==> config.mk <==
export PLATFORM = sky130hd
export DESIGN_NAME = rail_fault_response_select
export DESIGN_NICKNAME = d
export VERILOG_FILES = /design/src/rtl/rail_fault_pkg.sv /design/src/rtl/pmbus_reg_if.sv /design/src/rtl/pmbus_byte_slave.sv /design/src/rtl/rail_fault_response_select.sv
export SDC_FILE = /design/constraint.sdc
export NUM_CORES = 1
export LEC_CHECK = 0
export ABC_AREA = 1
export BUFFER_PORTS_ARGS = -buffer_cell sky130_fd_sc_hd__clkbuf_2
export CORE_ASPECT_RATIO = 1.75
export CORE_MARGIN = 3
export CORE_UTILIZATION = 45
export CTS_CLUSTER_DIAMETER = 150
export DETAILED_ROUTE_END_ITERATION = 16
export GPL_ROUTABILITY_DRIVEN = 0
export PLACE_DENSITY = 0.61
export SLEW_MARGIN = 0
export SYNTH_ARGS = -nofsm -noshare
export SYNTH_HDL_FRONTEND = slang
export SYNTH_SLANG_ARGS = --single-unit
export TNS_END_PERCENT = 10
==> constraint.sdc <==
create_clock -name clk_sys -period 1.9 [get_ports clk_sys]
set_input_delay 0.285 -clock clk_sys [delete_from_list [all_inputs] [get_ports clk_sys]]
set_output_delay 0.285 -clock clk_sys [all_outputs]
set_load 0.1 [all_outputs]
==> src/rtl/rail_fault_pkg.sv <==
// package: register map, field layout, reset values and timing of the rail fault response block
package rail_fault_pkg;
    localparam logic [7:0] ADDR_RESP_CTRL = 8'hB3;
    localparam logic [7:0] ADDR_FLYBACK_CTRL = 8'hB4;
    localparam logic [7:0] ADDR_RAIL_STATUS = 8'hD3;
    localparam logic [7:0] RESP_CTRL_RESET = 8'h00;
    localparam logic [7:0] FLYBACK_CTRL_RESET = 8'h00;
    localparam logic [7:0] FLYBACK_CTRL_WMASK = 8'hB3;
    localparam logic [7:0] UNMAPPED_READ = 8'h00;
    localparam int SIX_OV_LSB = 4;
    localparam int SIX_UV_LSB = 6;
    localparam int FLY_SHORT_BIT = 7;
    localparam int AVG_OC_LSB = 4;
    localparam int FLY_OC_LSB = 0;
    localparam int STAT_SIX_OV_BIT = 0;
    localparam int STAT_SIX_UV_BIT = 1;
    localparam logic [1:0] CODE_FLAG = 2'h0;
    localparam logic [1:0] CODE_HICCUP = 2'h1;
    localparam logic [1:0] CODE_LATCH = 2'h2;
    localparam logic [1:0] CODE_FLAG_ALT = 2'h3;
    localparam logic [6:0] PMBUS_DEV_ADDR = 7'h40;
    localparam int CLK_HZ = 100000000;
    localparam int HICCUP_DELAY_MS = 500;
    localparam int HICCUP_CYCLES = HICCUP_DELAY_MS * (CLK_HZ / 1000);
endpackage

==> src/rtl/pmbus_reg_if.sv <==
// interface: byte register access between the pmbus slave and the register bank
`timescale 1ns/1ns
interface pmbus_reg_if;
    logic wr;
    logic [7:0] addr;
    logic [7:0] wdata;
    logic [7:0] rdata;
    logic scl_in;
    logic sda_in;
    logic sda_oe_n;
    modport slave (output wr, output addr, output wdata, output sda_oe_n,
        input rdata, input scl_in, input sda_in);
    modport regs (input wr, input addr, input wdata, input sda_oe_n,
        output rdata, output scl_in, output sda_in);
endinterface

==> src/rtl/pmbus_byte_slave.sv <==
// module: pmbus byte slave, one command byte then one or more data bytes written or read
`timescale 1ns/1ns
module pmbus_byte_slave #(
    parameter logic [6:0] DEV_ADDR = rail_fault_pkg::PMBUS_DEV_ADDR
) (
    input wire logic clk_sys,
    input wire logic rst_n,
    pmbus_reg_if.slave bus
);
    typedef enum logic [2:0] {P_IDLE, P_ADDR, P_CMD, P_WDATA, P_ACK, P_RDATA, P_RACK} pst_t;
    typedef struct packed {
        pst_t st;
        pst_t ret;
        logic [3:0] bitcnt;
        logic [7:0] shreg;
        logic [7:0] cmd;
        logic wr;
        logic oe_n;
        logic [2:0] scl_s;
        logic [2:0] sda_s;
        logic scl_f;
        logic sda_f;
    } pstate_t;

    pstate_t s;
    pstate_t next_s;
    logic scl_new;
    logic sda_new;
    logic rise;
    logic fall;

    assign bus.wr = s.wr;
    assign bus.addr = s.cmd;
    assign bus.wdata = s.shreg;
    assign bus.sda_oe_n = s.oe_n;

    always_comb begin
        next_s = s;
        next_s.wr = 1'b0;
        next_s.scl_s = {s.scl_s[1:0], bus.scl_in};
        next_s.sda_s = {s.sda_s[1:0], bus.sda_in};
        scl_new = (s.scl_s[1] == s.scl_s[2]) ? s.scl_s[2] : s.scl_f;
        sda_new = (s.sda_s[1] == s.sda_s[2]) ? s.sda_s[2] : s.sda_f;
        next_s.scl_f = scl_new;
        next_s.sda_f = sda_new;
        rise = scl_new & ~s.scl_f;
        fall = ~scl_new & s.scl_f;
        if (s.scl_f && scl_new && s.sda_f && !sda_new) begin
            next_s.st = P_ADDR;
            next_s.bitcnt = 4'h0;
            next_s.oe_n = 1'b1;
        end else if (s.scl_f && scl_new && !s.sda_f && sda_new) begin
            next_s.st = P_IDLE;
            next_s.oe_n = 1'b1;
        end else if (rise) begin
            case (s.st)
                P_ADDR, P_CMD, P_WDATA: begin
                    next_s.shreg = {s.shreg[6:0], sda_new};
                    next_s.bitcnt = s.bitcnt + 4'h1;
                end
                P_RDATA: next_s.bitcnt = s.bitcnt + 4'h1;
                P_RACK: begin
                    next_s.st = sda_new ? P_IDLE : P_ACK;
                    next_s.ret = P_RDATA;
                end
                default: next_s.st = s.st;
            endcase
        end else if (fall) begin
            case (s.st)
                P_ADDR: if (s.bitcnt == 4'h8) begin
                    next_s.bitcnt = 4'h0;
                    if (s.shreg[7:1] == DEV_ADDR) begin
                        next_s.oe_n = 1'b0;
                        next_s.st = P_ACK;
                        next_s.ret = s.shreg[0] ? P_RDATA : P_CMD;
                    end else begin
                        next_s.st = P_IDLE;
                    end
                end
                P_CMD: if (s.bitcnt == 4'h8) begin
                    next_s.cmd = s.shreg;
                    next_s.bitcnt = 4'h0;
                    next_s.oe_n = 1'b0;
                    next_s.st = P_ACK;
                    next_s.ret = P_WDATA;
                end
                P_WDATA: if (s.bitcnt == 4'h8) begin
                    next_s.wr = 1'b1;
                    next_s.bitcnt = 4'h0;
                    next_s.oe_n = 1'b0;
                    next_s.st = P_ACK;
                    next_s.ret = P_WDATA;
                end
                P_ACK: begin
                    next_s.st = s.ret;
                    next_s.bitcnt = 4'h0;
                    if (s.ret == P_RDATA) begin
                        next_s.shreg = bus.rdata;
                        next_s.oe_n = bus.rdata[7];
                    end else begin
                        next_s.oe_n = 1'b1;
                    end
                end
                P_RDATA: if (s.bitcnt == 4'h8) begin
                    next_s.oe_n = 1'b1;
                    next_s.st = P_RACK;
                end else begin
                    next_s.shreg = {s.shreg[6:0], 1'b0};
                    next_s.oe_n = s.shreg[6];
                end
                default: next_s.st = s.st;
            endcase
        end
    end

    always_ff @(posedge clk_sys or negedge rst_n) begin
        if (!rst_n) begin
            s <= '{st: P_IDLE, ret: P_IDLE, bitcnt: 4'h0, shreg: 8'h00, cmd: 8'h00,
                wr: 1'b0, oe_n: 1'b1, scl_s: 3'h7, sda_s: 3'h7, scl_f: 1'b1, sda_f: 1'b1};
        end else begin
            s <= next_s;
        end
    end
endmodule

==> src/rtl/rail_fault_response_select.sv <==
// module: six-volt rail fault response selection with its pmbus register bank
`timescale 1ns/1ns
module rail_fault_response_select #(
    parameter int HICCUP_CYCLES = rail_fault_pkg::HICCUP_CYCLES,
    parameter logic [6:0] DEV_ADDR = rail_fault_pkg::PMBUS_DEV_ADDR
) (
    input wire logic clk_sys,
    input wire logic rst_n,
    input wire logic scl_pin,
    input wire logic sda_pin_in,
    output logic sda_pin_out,
    output logic sda_oe_n,
    input wire logic ov_detect,
    input wire logic uv_detect,
    input wire logic pwm_en,
    input wire logic chip_en,
    input wire logic write_protect,
    input wire logic indiv_resp_en,
    input wire logic [1:0] mode_response,
    output logic pwm_run,
    output logic fault_flag_n,
    output logic [1:0] rail_status,
    output logic [7:0] flyback_resp_ctrl
);
    typedef enum logic [1:0] {SW_RUN, SW_HICCUP, SW_LATCHED} sw_t;
    typedef struct packed {
        logic [7:0] pin_s1;
        logic [7:0] pin_s2;
        logic [7:0] pin_s3;
        logic [7:0] pin_f;
        logic [7:0] resp_ctrl;
        logic [7:0] flyback_ctrl;
        logic [1:0] status;
        sw_t st;
        logic [31:0] cnt;
        logic run;
        logic flag_n;
        logic sda_level;
    } state_t;

    state_t s;
    state_t next_s;
    pmbus_reg_if bus ();

    logic ov;
    logic uv;
    logic en_ok;
    logic wp;
    logic indiv;
    logic [1:0] mode_code;
    logic [1:0] ov_code;
    logic [1:0] uv_code;
    logic hold;
    logic latch_hit;
    logic [1:0] stat_set;

    // code 11 folds onto flag only
    function automatic logic [1:0] pick_code(input logic ind, input logic [1:0] field,
        input logic [1:0] mode);
        logic [1:0] c;
        c = ind ? field : mode;
        if (c == rail_fault_pkg::CODE_FLAG_ALT) begin
            c = rail_fault_pkg::CODE_FLAG;
        end
        return c;
    endfunction

    pmbus_byte_slave #(.DEV_ADDR(DEV_ADDR)) u_slave (
        .clk_sys(clk_sys),
        .rst_n(rst_n),
        .bus(bus)
    );

    assign bus.scl_in = scl_pin;
    assign bus.sda_in = sda_pin_in;
    assign sda_oe_n = bus.sda_oe_n;
    assign sda_pin_out = s.sda_level;
    assign pwm_run = s.run;
    assign fault_flag_n = s.flag_n;
    assign rail_status = s.status;
    assign flyback_resp_ctrl = s.flyback_ctrl;

    // pin vector: 7 ov, 6 uv, 5 pwm_en, 4 chip_en, 3 wp, 2 indiv, 1:0 mode
    assign ov = s.pin_f[7];
    assign uv = s.pin_f[6];
    assign en_ok = s.pin_f[5] & s.pin_f[4];
    assign wp = s.pin_f[3];
    assign indiv = s.pin_f[2];
    assign mode_code = s.pin_f[1:0];
    assign ov_code = pick_code(indiv, s.resp_ctrl[rail_fault_pkg::SIX_OV_LSB +: 2],
        mode_code);
    assign uv_code = pick_code(indiv, s.resp_ctrl[rail_fault_pkg::SIX_UV_LSB +: 2],
        mode_code);
    assign hold = (ov && ov_code != rail_fault_pkg::CODE_FLAG)
        || (uv && uv_code != rail_fault_pkg::CODE_FLAG);
    assign latch_hit = (ov && ov_code == rail_fault_pkg::CODE_LATCH)
        || (uv && uv_code == rail_fault_pkg::CODE_LATCH);

    always_comb begin
        case (bus.addr)
            rail_fault_pkg::ADDR_RESP_CTRL: bus.rdata = s.resp_ctrl;
            rail_fault_pkg::ADDR_FLYBACK_CTRL: bus.rdata = s.flyback_ctrl;
            rail_fault_pkg::ADDR_RAIL_STATUS: bus.rdata = {6'h00, s.status};
            default: bus.rdata = rail_fault_pkg::UNMAPPED_READ;
        endcase
    end

    always_comb begin
        next_s = s;
        next_s.pin_s1 = {ov_detect, uv_detect, pwm_en, chip_en, write_protect,
            indiv_resp_en, mode_response};
        next_s.pin_s2 = s.pin_s1;
        next_s.pin_s3 = s.pin_s2;
        next_s.pin_f = (s.pin_s2 & ~(s.pin_s2 ^ s.pin_s3)) | (s.pin_f & (s.pin_s2 ^ s.pin_s3));
        stat_set = 2'h0;
        stat_set[rail_fault_pkg::STAT_SIX_OV_BIT] = ov;
        stat_set[rail_fault_pkg::STAT_SIX_UV_BIT] = uv;
        if (bus.wr && !wp) begin
            case (bus.addr)
                rail_fault_pkg::ADDR_RESP_CTRL: next_s.resp_ctrl = bus.wdata;
                rail_fault_pkg::ADDR_FLYBACK_CTRL:
                    next_s.flyback_ctrl = bus.wdata & rail_fault_pkg::FLYBACK_CTRL_WMASK;
                rail_fault_pkg::ADDR_RAIL_STATUS: next_s.status = s.status & ~bus.wdata[1:0];
                default: next_s.status = s.status;
            endcase
        end
        next_s.status = next_s.status | stat_set;
        case (s.st)
            SW_RUN: begin
                if (latch_hit) begin
                    next_s.st = SW_LATCHED;
                end else if (hold) begin
                    next_s.st = SW_HICCUP;
                    next_s.cnt = 32'h0;
                end
            end
            SW_HICCUP: begin
                if (latch_hit) begin
                    next_s.st = SW_LATCHED;
                end else if (hold) begin
                    next_s.cnt = 32'h0;
                end else if (s.cnt >= 32'(HICCUP_CYCLES - 1)) begin
                    next_s.st = SW_RUN;
                end else begin
                    next_s.cnt = s.cnt + 32'h1;
                end
            end
            SW_LATCHED: begin
                // a latch-off fault still present keeps the latch closed
                if (!en_ok && !latch_hit) begin
                    next_s.st = SW_RUN;
                end
            end
            default: next_s.st = SW_RUN;
        endcase
        next_s.run = (next_s.st == SW_RUN) && en_ok;
        next_s.flag_n = ~|next_s.status;
        next_s.sda_level = 1'b0;
    end

    always_ff @(posedge clk_sys or negedge rst_n) begin
        if (!rst_n) begin
            s <= '{pin_s1: 8'h00, pin_s2: 8'h00, pin_s3: 8'h00, pin_f: 8'h00,
                resp_ctrl: rail_fault_pkg::RESP_CTRL_RESET,
                flyback_ctrl: rail_fault_pkg::FLYBACK_CTRL_RESET,
                status: 2'h0, st: SW_RUN, cnt: 32'h0, run: 1'b0, flag_n: 1'b1,
                sda_level: 1'b0};
        end else begin
            s <= next_s;
        end
    end

    a_ov_field_pick: assert property (@(posedge clk_sys) disable iff (!rst_n)
        indiv |-> ov_code == pick_code(1'b1, s.resp_ctrl[5:4], 2'h0))
        else $error("overvoltage code not taken from control bits");
    a_mode_pin_pick: assert property (@(posedge clk_sys) disable iff (!rst_n)
        !indiv |-> (ov_code == uv_code) && (ov_code == pick_code(1'b0, 2'h0, mode_code)))
        else $error("mode pin not used when individual control is off");
    a_ov_status_set: assert property (@(posedge clk_sys) disable iff (!rst_n)
        ov |=> s.status[0] && !fault_flag_n)
        else $error("overvoltage did not set status and flag");
    a_flag_keeps_run: assert property (@(posedge clk_sys) disable iff (!rst_n)
        (s.st == SW_RUN && en_ok && ov_code == 2'h0 && !uv) |=> pwm_run)
        else $error("flag-only overvoltage stopped switching");
    a_hiccup_stops: assert property (@(posedge clk_sys) disable iff (!rst_n)
        (ov && ov_code == 2'h1 && !latch_hit && s.st != SW_LATCHED)
        |=> s.st == SW_HICCUP && !pwm_run)
        else $error("hiccup overvoltage kept switching");
    a_uv_status_set: assert property (@(posedge clk_sys) disable iff (!rst_n)
        uv |=> s.status[1])
        else $error("undervoltage did not set status bit 1");
    a_hiccup_resume: assert property (@(posedge clk_sys) disable iff (!rst_n)
        (s.st == SW_HICCUP && !hold && !latch_hit && s.cnt >= 32'(HICCUP_CYCLES - 1))
        |=> s.st == SW_RUN)
        else $error("hiccup did not restart after the delay");
    a_latch_holds: assert property (@(posedge clk_sys) disable iff (!rst_n)
        (s.st == SW_LATCHED && en_ok) |=> (s.st == SW_LATCHED && !pwm_run))
        else $error("latch-off released without an enable toggle");
    a_latch_enter: assert property (@(posedge clk_sys) disable iff (!rst_n)
        latch_hit |=> s.st == SW_LATCHED)
        else $error("latch-off fault did not latch");
    a_flyback_reserved: assert property (@(posedge clk_sys) disable iff (!rst_n)
        (s.flyback_ctrl & 8'h4C) == 8'h00)
        else $error("reserved flyback bits set");
    a_protect_write: assert property (@(posedge clk_sys) disable iff (!rst_n)
        (bus.wr && wp) |=> $stable(s.resp_ctrl))
        else $error("protected register changed");
    a_delay_restart: assert property (@(posedge clk_sys) disable iff (!rst_n)
        (s.st == SW_HICCUP && hold && !latch_hit) |=> s.cnt == 32'h0)
        else $error("restart delay not cleared by returning fault");
    a_uv_hiccup_stops: assert property (@(posedge clk_sys) disable iff (!rst_n)
        (uv && uv_code == rail_fault_pkg::CODE_HICCUP && !latch_hit && s.st != SW_LATCHED)
        |=> s.st == SW_HICCUP && !pwm_run)
        else $error("hiccup undervoltage kept switching");
    a_flag_follows: assert property (@(posedge clk_sys) disable iff (!rst_n)
        (s.status != 2'h0) |-> !fault_flag_n)
        else $error("fault flag high while a status bit is set");
    a_run_needs_en: assert property (@(posedge clk_sys) disable iff (!rst_n)
        !en_ok |=> !pwm_run)
        else $error("switching allowed with an enable low");
    a_hiccup_no_run: assert property (@(posedge clk_sys) disable iff (!rst_n)
        (s.st == SW_HICCUP) |-> !pwm_run)
        else $error("switching during hiccup wait");
    a_uv_sticky: assert property (@(posedge clk_sys) disable iff (!rst_n)
        (s.status[1] && !(bus.wr && bus.addr == rail_fault_pkg::ADDR_RAIL_STATUS))
        |=> s.status[1])
        else $error("undervoltage status lost without a clear");
    a_code11_runs: assert property (@(posedge clk_sys) disable iff (!rst_n)
        (indiv && s.resp_ctrl[5:4] == 2'h3 && ov && !uv && s.st == SW_RUN && en_ok)
        |=> pwm_run)
        else $error("code 11 overvoltage stopped switching");
    a_ctrl_store: assert property (@(posedge clk_sys) disable iff (!rst_n)
        (bus.wr && !wp && bus.addr == rail_fault_pkg::ADDR_RESP_CTRL)
        |=> s.resp_ctrl == $past(bus.wdata))
        else $error("unprotected control write not stored");
    a_fly_store: assert property (@(posedge clk_sys) disable iff (!rst_n)
        (bus.wr && !wp && bus.addr == rail_fault_pkg::ADDR_FLYBACK_CTRL)
        |=> s.flyback_ctrl == ($past(bus.wdata) & 8'hB3))
        else $error("flyback control write not stored");
endmodule

==> out/qor.yml <==
fin_crit_ps: 1980
rsz0062_at_grt: "yes"
setup_viol: 41
drt_iter0_markers: 285
setup_tns_ps: -2230
worstRegToRegCells: 12
synth_top_area_share_pct: 43.1
synthArstFlopShare_pct: 100
dr_total_vias: 5663
place_ws_ps: -224
synth_edf_count: 0
cts_tree: "yes"
placed_cells: 1021
dr_wl_met3_um: 391
io_pins: 26
max_stage_delay_ps: 440
violations: "setup timing"
area_growth_pct: 25.5
grt_start_max_net_pins: 39
cp_max_fo: 9
antenna_left: 0
tightest_slew_ps: 671
place.detailed.hpwl_mm: 12.1
hp-class: "flip-flop to flip-flop"
mostFrequentLayoutCells: "nand2_1 (241), dfrtp_1 (108), nor2_1 (96)"
via_per_inst: 5.25
routed_wl_mm: 16.6
fillers: 1208
clockBufferDepth: 2
cts_root_buf: "clkbuf_16"
wl_met1_mm: 5.86
met2_length_mm: 9.36
cts_sinks: 119
hold_path_depth: 0
crit_slowest_cell: "dfrtp_2"
ys.flop_type: "dfrtp_1"
yosys.cell_types.count: 47
final_layout_size_suffix_gt1_share_pct: 21.7
core_area_mm2: 0.0136
wire_per_inst_um: 15.4
syn_inst: 807
status: "complete, but fails checks"
syn-cell-area_mm2: 0.00633
final_common_cell: "nand2_1"
initial_core_util_pct: 46.5
cp.arrival_ps: 2270
design.die.area_mm2: 0.0156
io_buffer_count: 21
crit_path_cell_trace: "nor2_2 > a21oi_1 > ha_1 > or2_1 > nand2_2 > o21ai_2 > inv_2 > nand3_4 > buf_6 > buf_12 > nand3_1 > nand2_1"
period_share_pct: 104
dr.pass1.iters: 5
critical_path_class: "flip-flop to flip-flop"
critical_path.top_delay_family: "simple AND/OR/NAND/NOR gates"
fmax_mhz: 504
cts.htree.levels: 4
grt_pass1_vias: 5834
gr-usage-all-layers_pct: 22.9
p_leak_nw: 3.70
drc: 0
slew_headroom_pct: 55.2
fp.dieH_um: 163
drv_cap: 0
clk-insertion-delay-late_ps: 400
gr-total-overflow: 0
rows: 56
irDropWorstVdd_v: 0.000631
yosysSeqAreaShare_pct: 47.3
ys_ff_latch: 119
crit_required_ps: 2190
syn_avg_cell_area_um2: 7.84
yosys.area.top_type: "dfrtp_1"
clk_pin_slew_ps: 60
path_buf_inv: 3
hold_ws_ps: 345
die_w_um: 95.6
final_cells: 1079
multi_input_area_mm2: 0.00300
crit_path_end_kind: "flip-flop"
diodes: 0
seq_area_mm2: 0.00299
nNetsFinal: 913
routed.top_layer: "met4"
clock_skew_ps: 8.21
layout_setup_ws_ps: -83.1
hold_viol_final: 0
cp.depth: 12
yosys-top-cells-area: "dfrtp_1 (43%), nand2_1 (15%), nand3_1 (6.4%), nor2_1 (6.1%), dfstp_2 (4.2%)"
power-per-cell-area_mw_per_mm2: 1080
grt_pass1_wl_mm: 27.6
antenna_found_initial: 0
yosys_warnings: 0
critical_path.startpoint_type: "flip-flop"
slew_violations: 0
cts_buffers: 17
## cell usage after synthesis, types with 2 or more instances
cell type and count:
a21oi_1 19, buf_2 4, buf_4 14, buf_6 4, clkbuf_1 5, dfrtp_1 109, dfstp_2 10, ha_1 9
inv_1 69, inv_2 6, inv_4 2, maj3_1 8, nand2_1 246, nand2_2 7, nand3_1 81, nand3_2 5
nand3_4 2, nand3b_1 2, nand4_1 16, nor2_1 102, nor2_2 8, nor2_4 4, nor3_1 5, o21a_1 5
o21ai_0 23, o21ai_1 6, o21ai_2 2, o21bai_1 6, o31ai_1 2, or2_1 2, or2_2 2, xnor2_1 4
xor2_1 4
## cells by family after synthesis
logic type               after synthesis  synth area share, %
adder cells (fa/ha/maj)               17                 3.05
AND/OR/NAND/NOR                      486                 34.1
XOR/XNOR                               8                 1.11
multiplexers                           1                0.178
AO/OA/AOI/OAI                         69                 6.35
buffers and inverters                106                 7.93
flip-flops                           119                 47.3
other                                  1               0.0593
## registers in the layout (all words and copies together), names as in the netlist, named ones only
register,cells
fault_flag_n,1
flyback_resp_ctrl,5
next_s,16
pwm_run,1
rail_status,2
s,50
u_slave.bus.addr,8
u_slave.bus.sda_oe_n,1
u_slave.bus.wdata,8
u_slave.bus.wr,1
u_slave.next_s,4
u_slave.s,14
## power breakdown
part           switching [mW]  internal, mW
Sequential              0.263          2.80
Combinational            1.41         0.801
Clock                    1.16          2.17
## per-layer routing
layer,track usage (%),vias to the layer above
li1,-,2749
met1,22.6,2726
met2,42.6,127
met3,3.93,61
met4,14.1,0
met5,0,-
## stage by stage
stage / utilization [%] / total power, mW / area (um2)
2_1_floorplan: - / 4.32 / 6350
4_1_cts: 58.1 / 8.64 / 7890
6_report: 58.4 / 8.60 / 7940
5_1_grt: 58.4 / 9.04 / 7940
3_5_place_dp: 50.8 / 5.04 / 6900
3_3_place_gp: 50.8 / 4.99 / 6900
## worst register-to-register path, cell delays in order (launching register included)
cell     delay (ps)
dfrtp_2         440
nor2_2          120
a21oi_1          60
ha_1            270
or2_1           220
nand2_2         120
o21ai_2          70
inv_2            70
nand3_4         110
buf_6           140
buf_12          130
nand3_1          60
nand2_1          60
## final cells by class
type,instances,area share [%]
Tap cell,174,2.74
Clock buffer,21,5.92
Multi-Input combinational cell,585,37.8
Timing Repair Buffer,91,10.2
Sequential cell,119,37.7
Clock inverter,11,1.88
Inverter,78,3.81
## final timing paths
| kind | from | endpoint | slack (ps) |
|---|---|---|---|
| worst min register to register | next_s[75] | next_s[67] | 350 |
| worst max-delay path | flip-flop | s[22] | -80 |
| worst max register to register | flip-flop | s[22] | -80 |
| min in group asynchronous | rst_n | next_s[70] | 410 |
| max in group asynchronous | rst_n | u_slave.next_s[6] | 860 |
| worst min-delay path | next_s[75] | next_s[67] | 350 |
## repair_timing
| item | CTS | global route |
|---|---|---|
| gates resized for setup | 38 | 17 |
| pin swaps | 25 | 5 |
| endpoints found under the hold margin | 42 | 0 |
| buffers inserted | 14 | 0 |
| hold buffers | 11 | 0 |
| endpoints found under the setup margin | 62 | 62 |
| cloned | 1 | 0 |
Power figures use the tool's default switching activity.
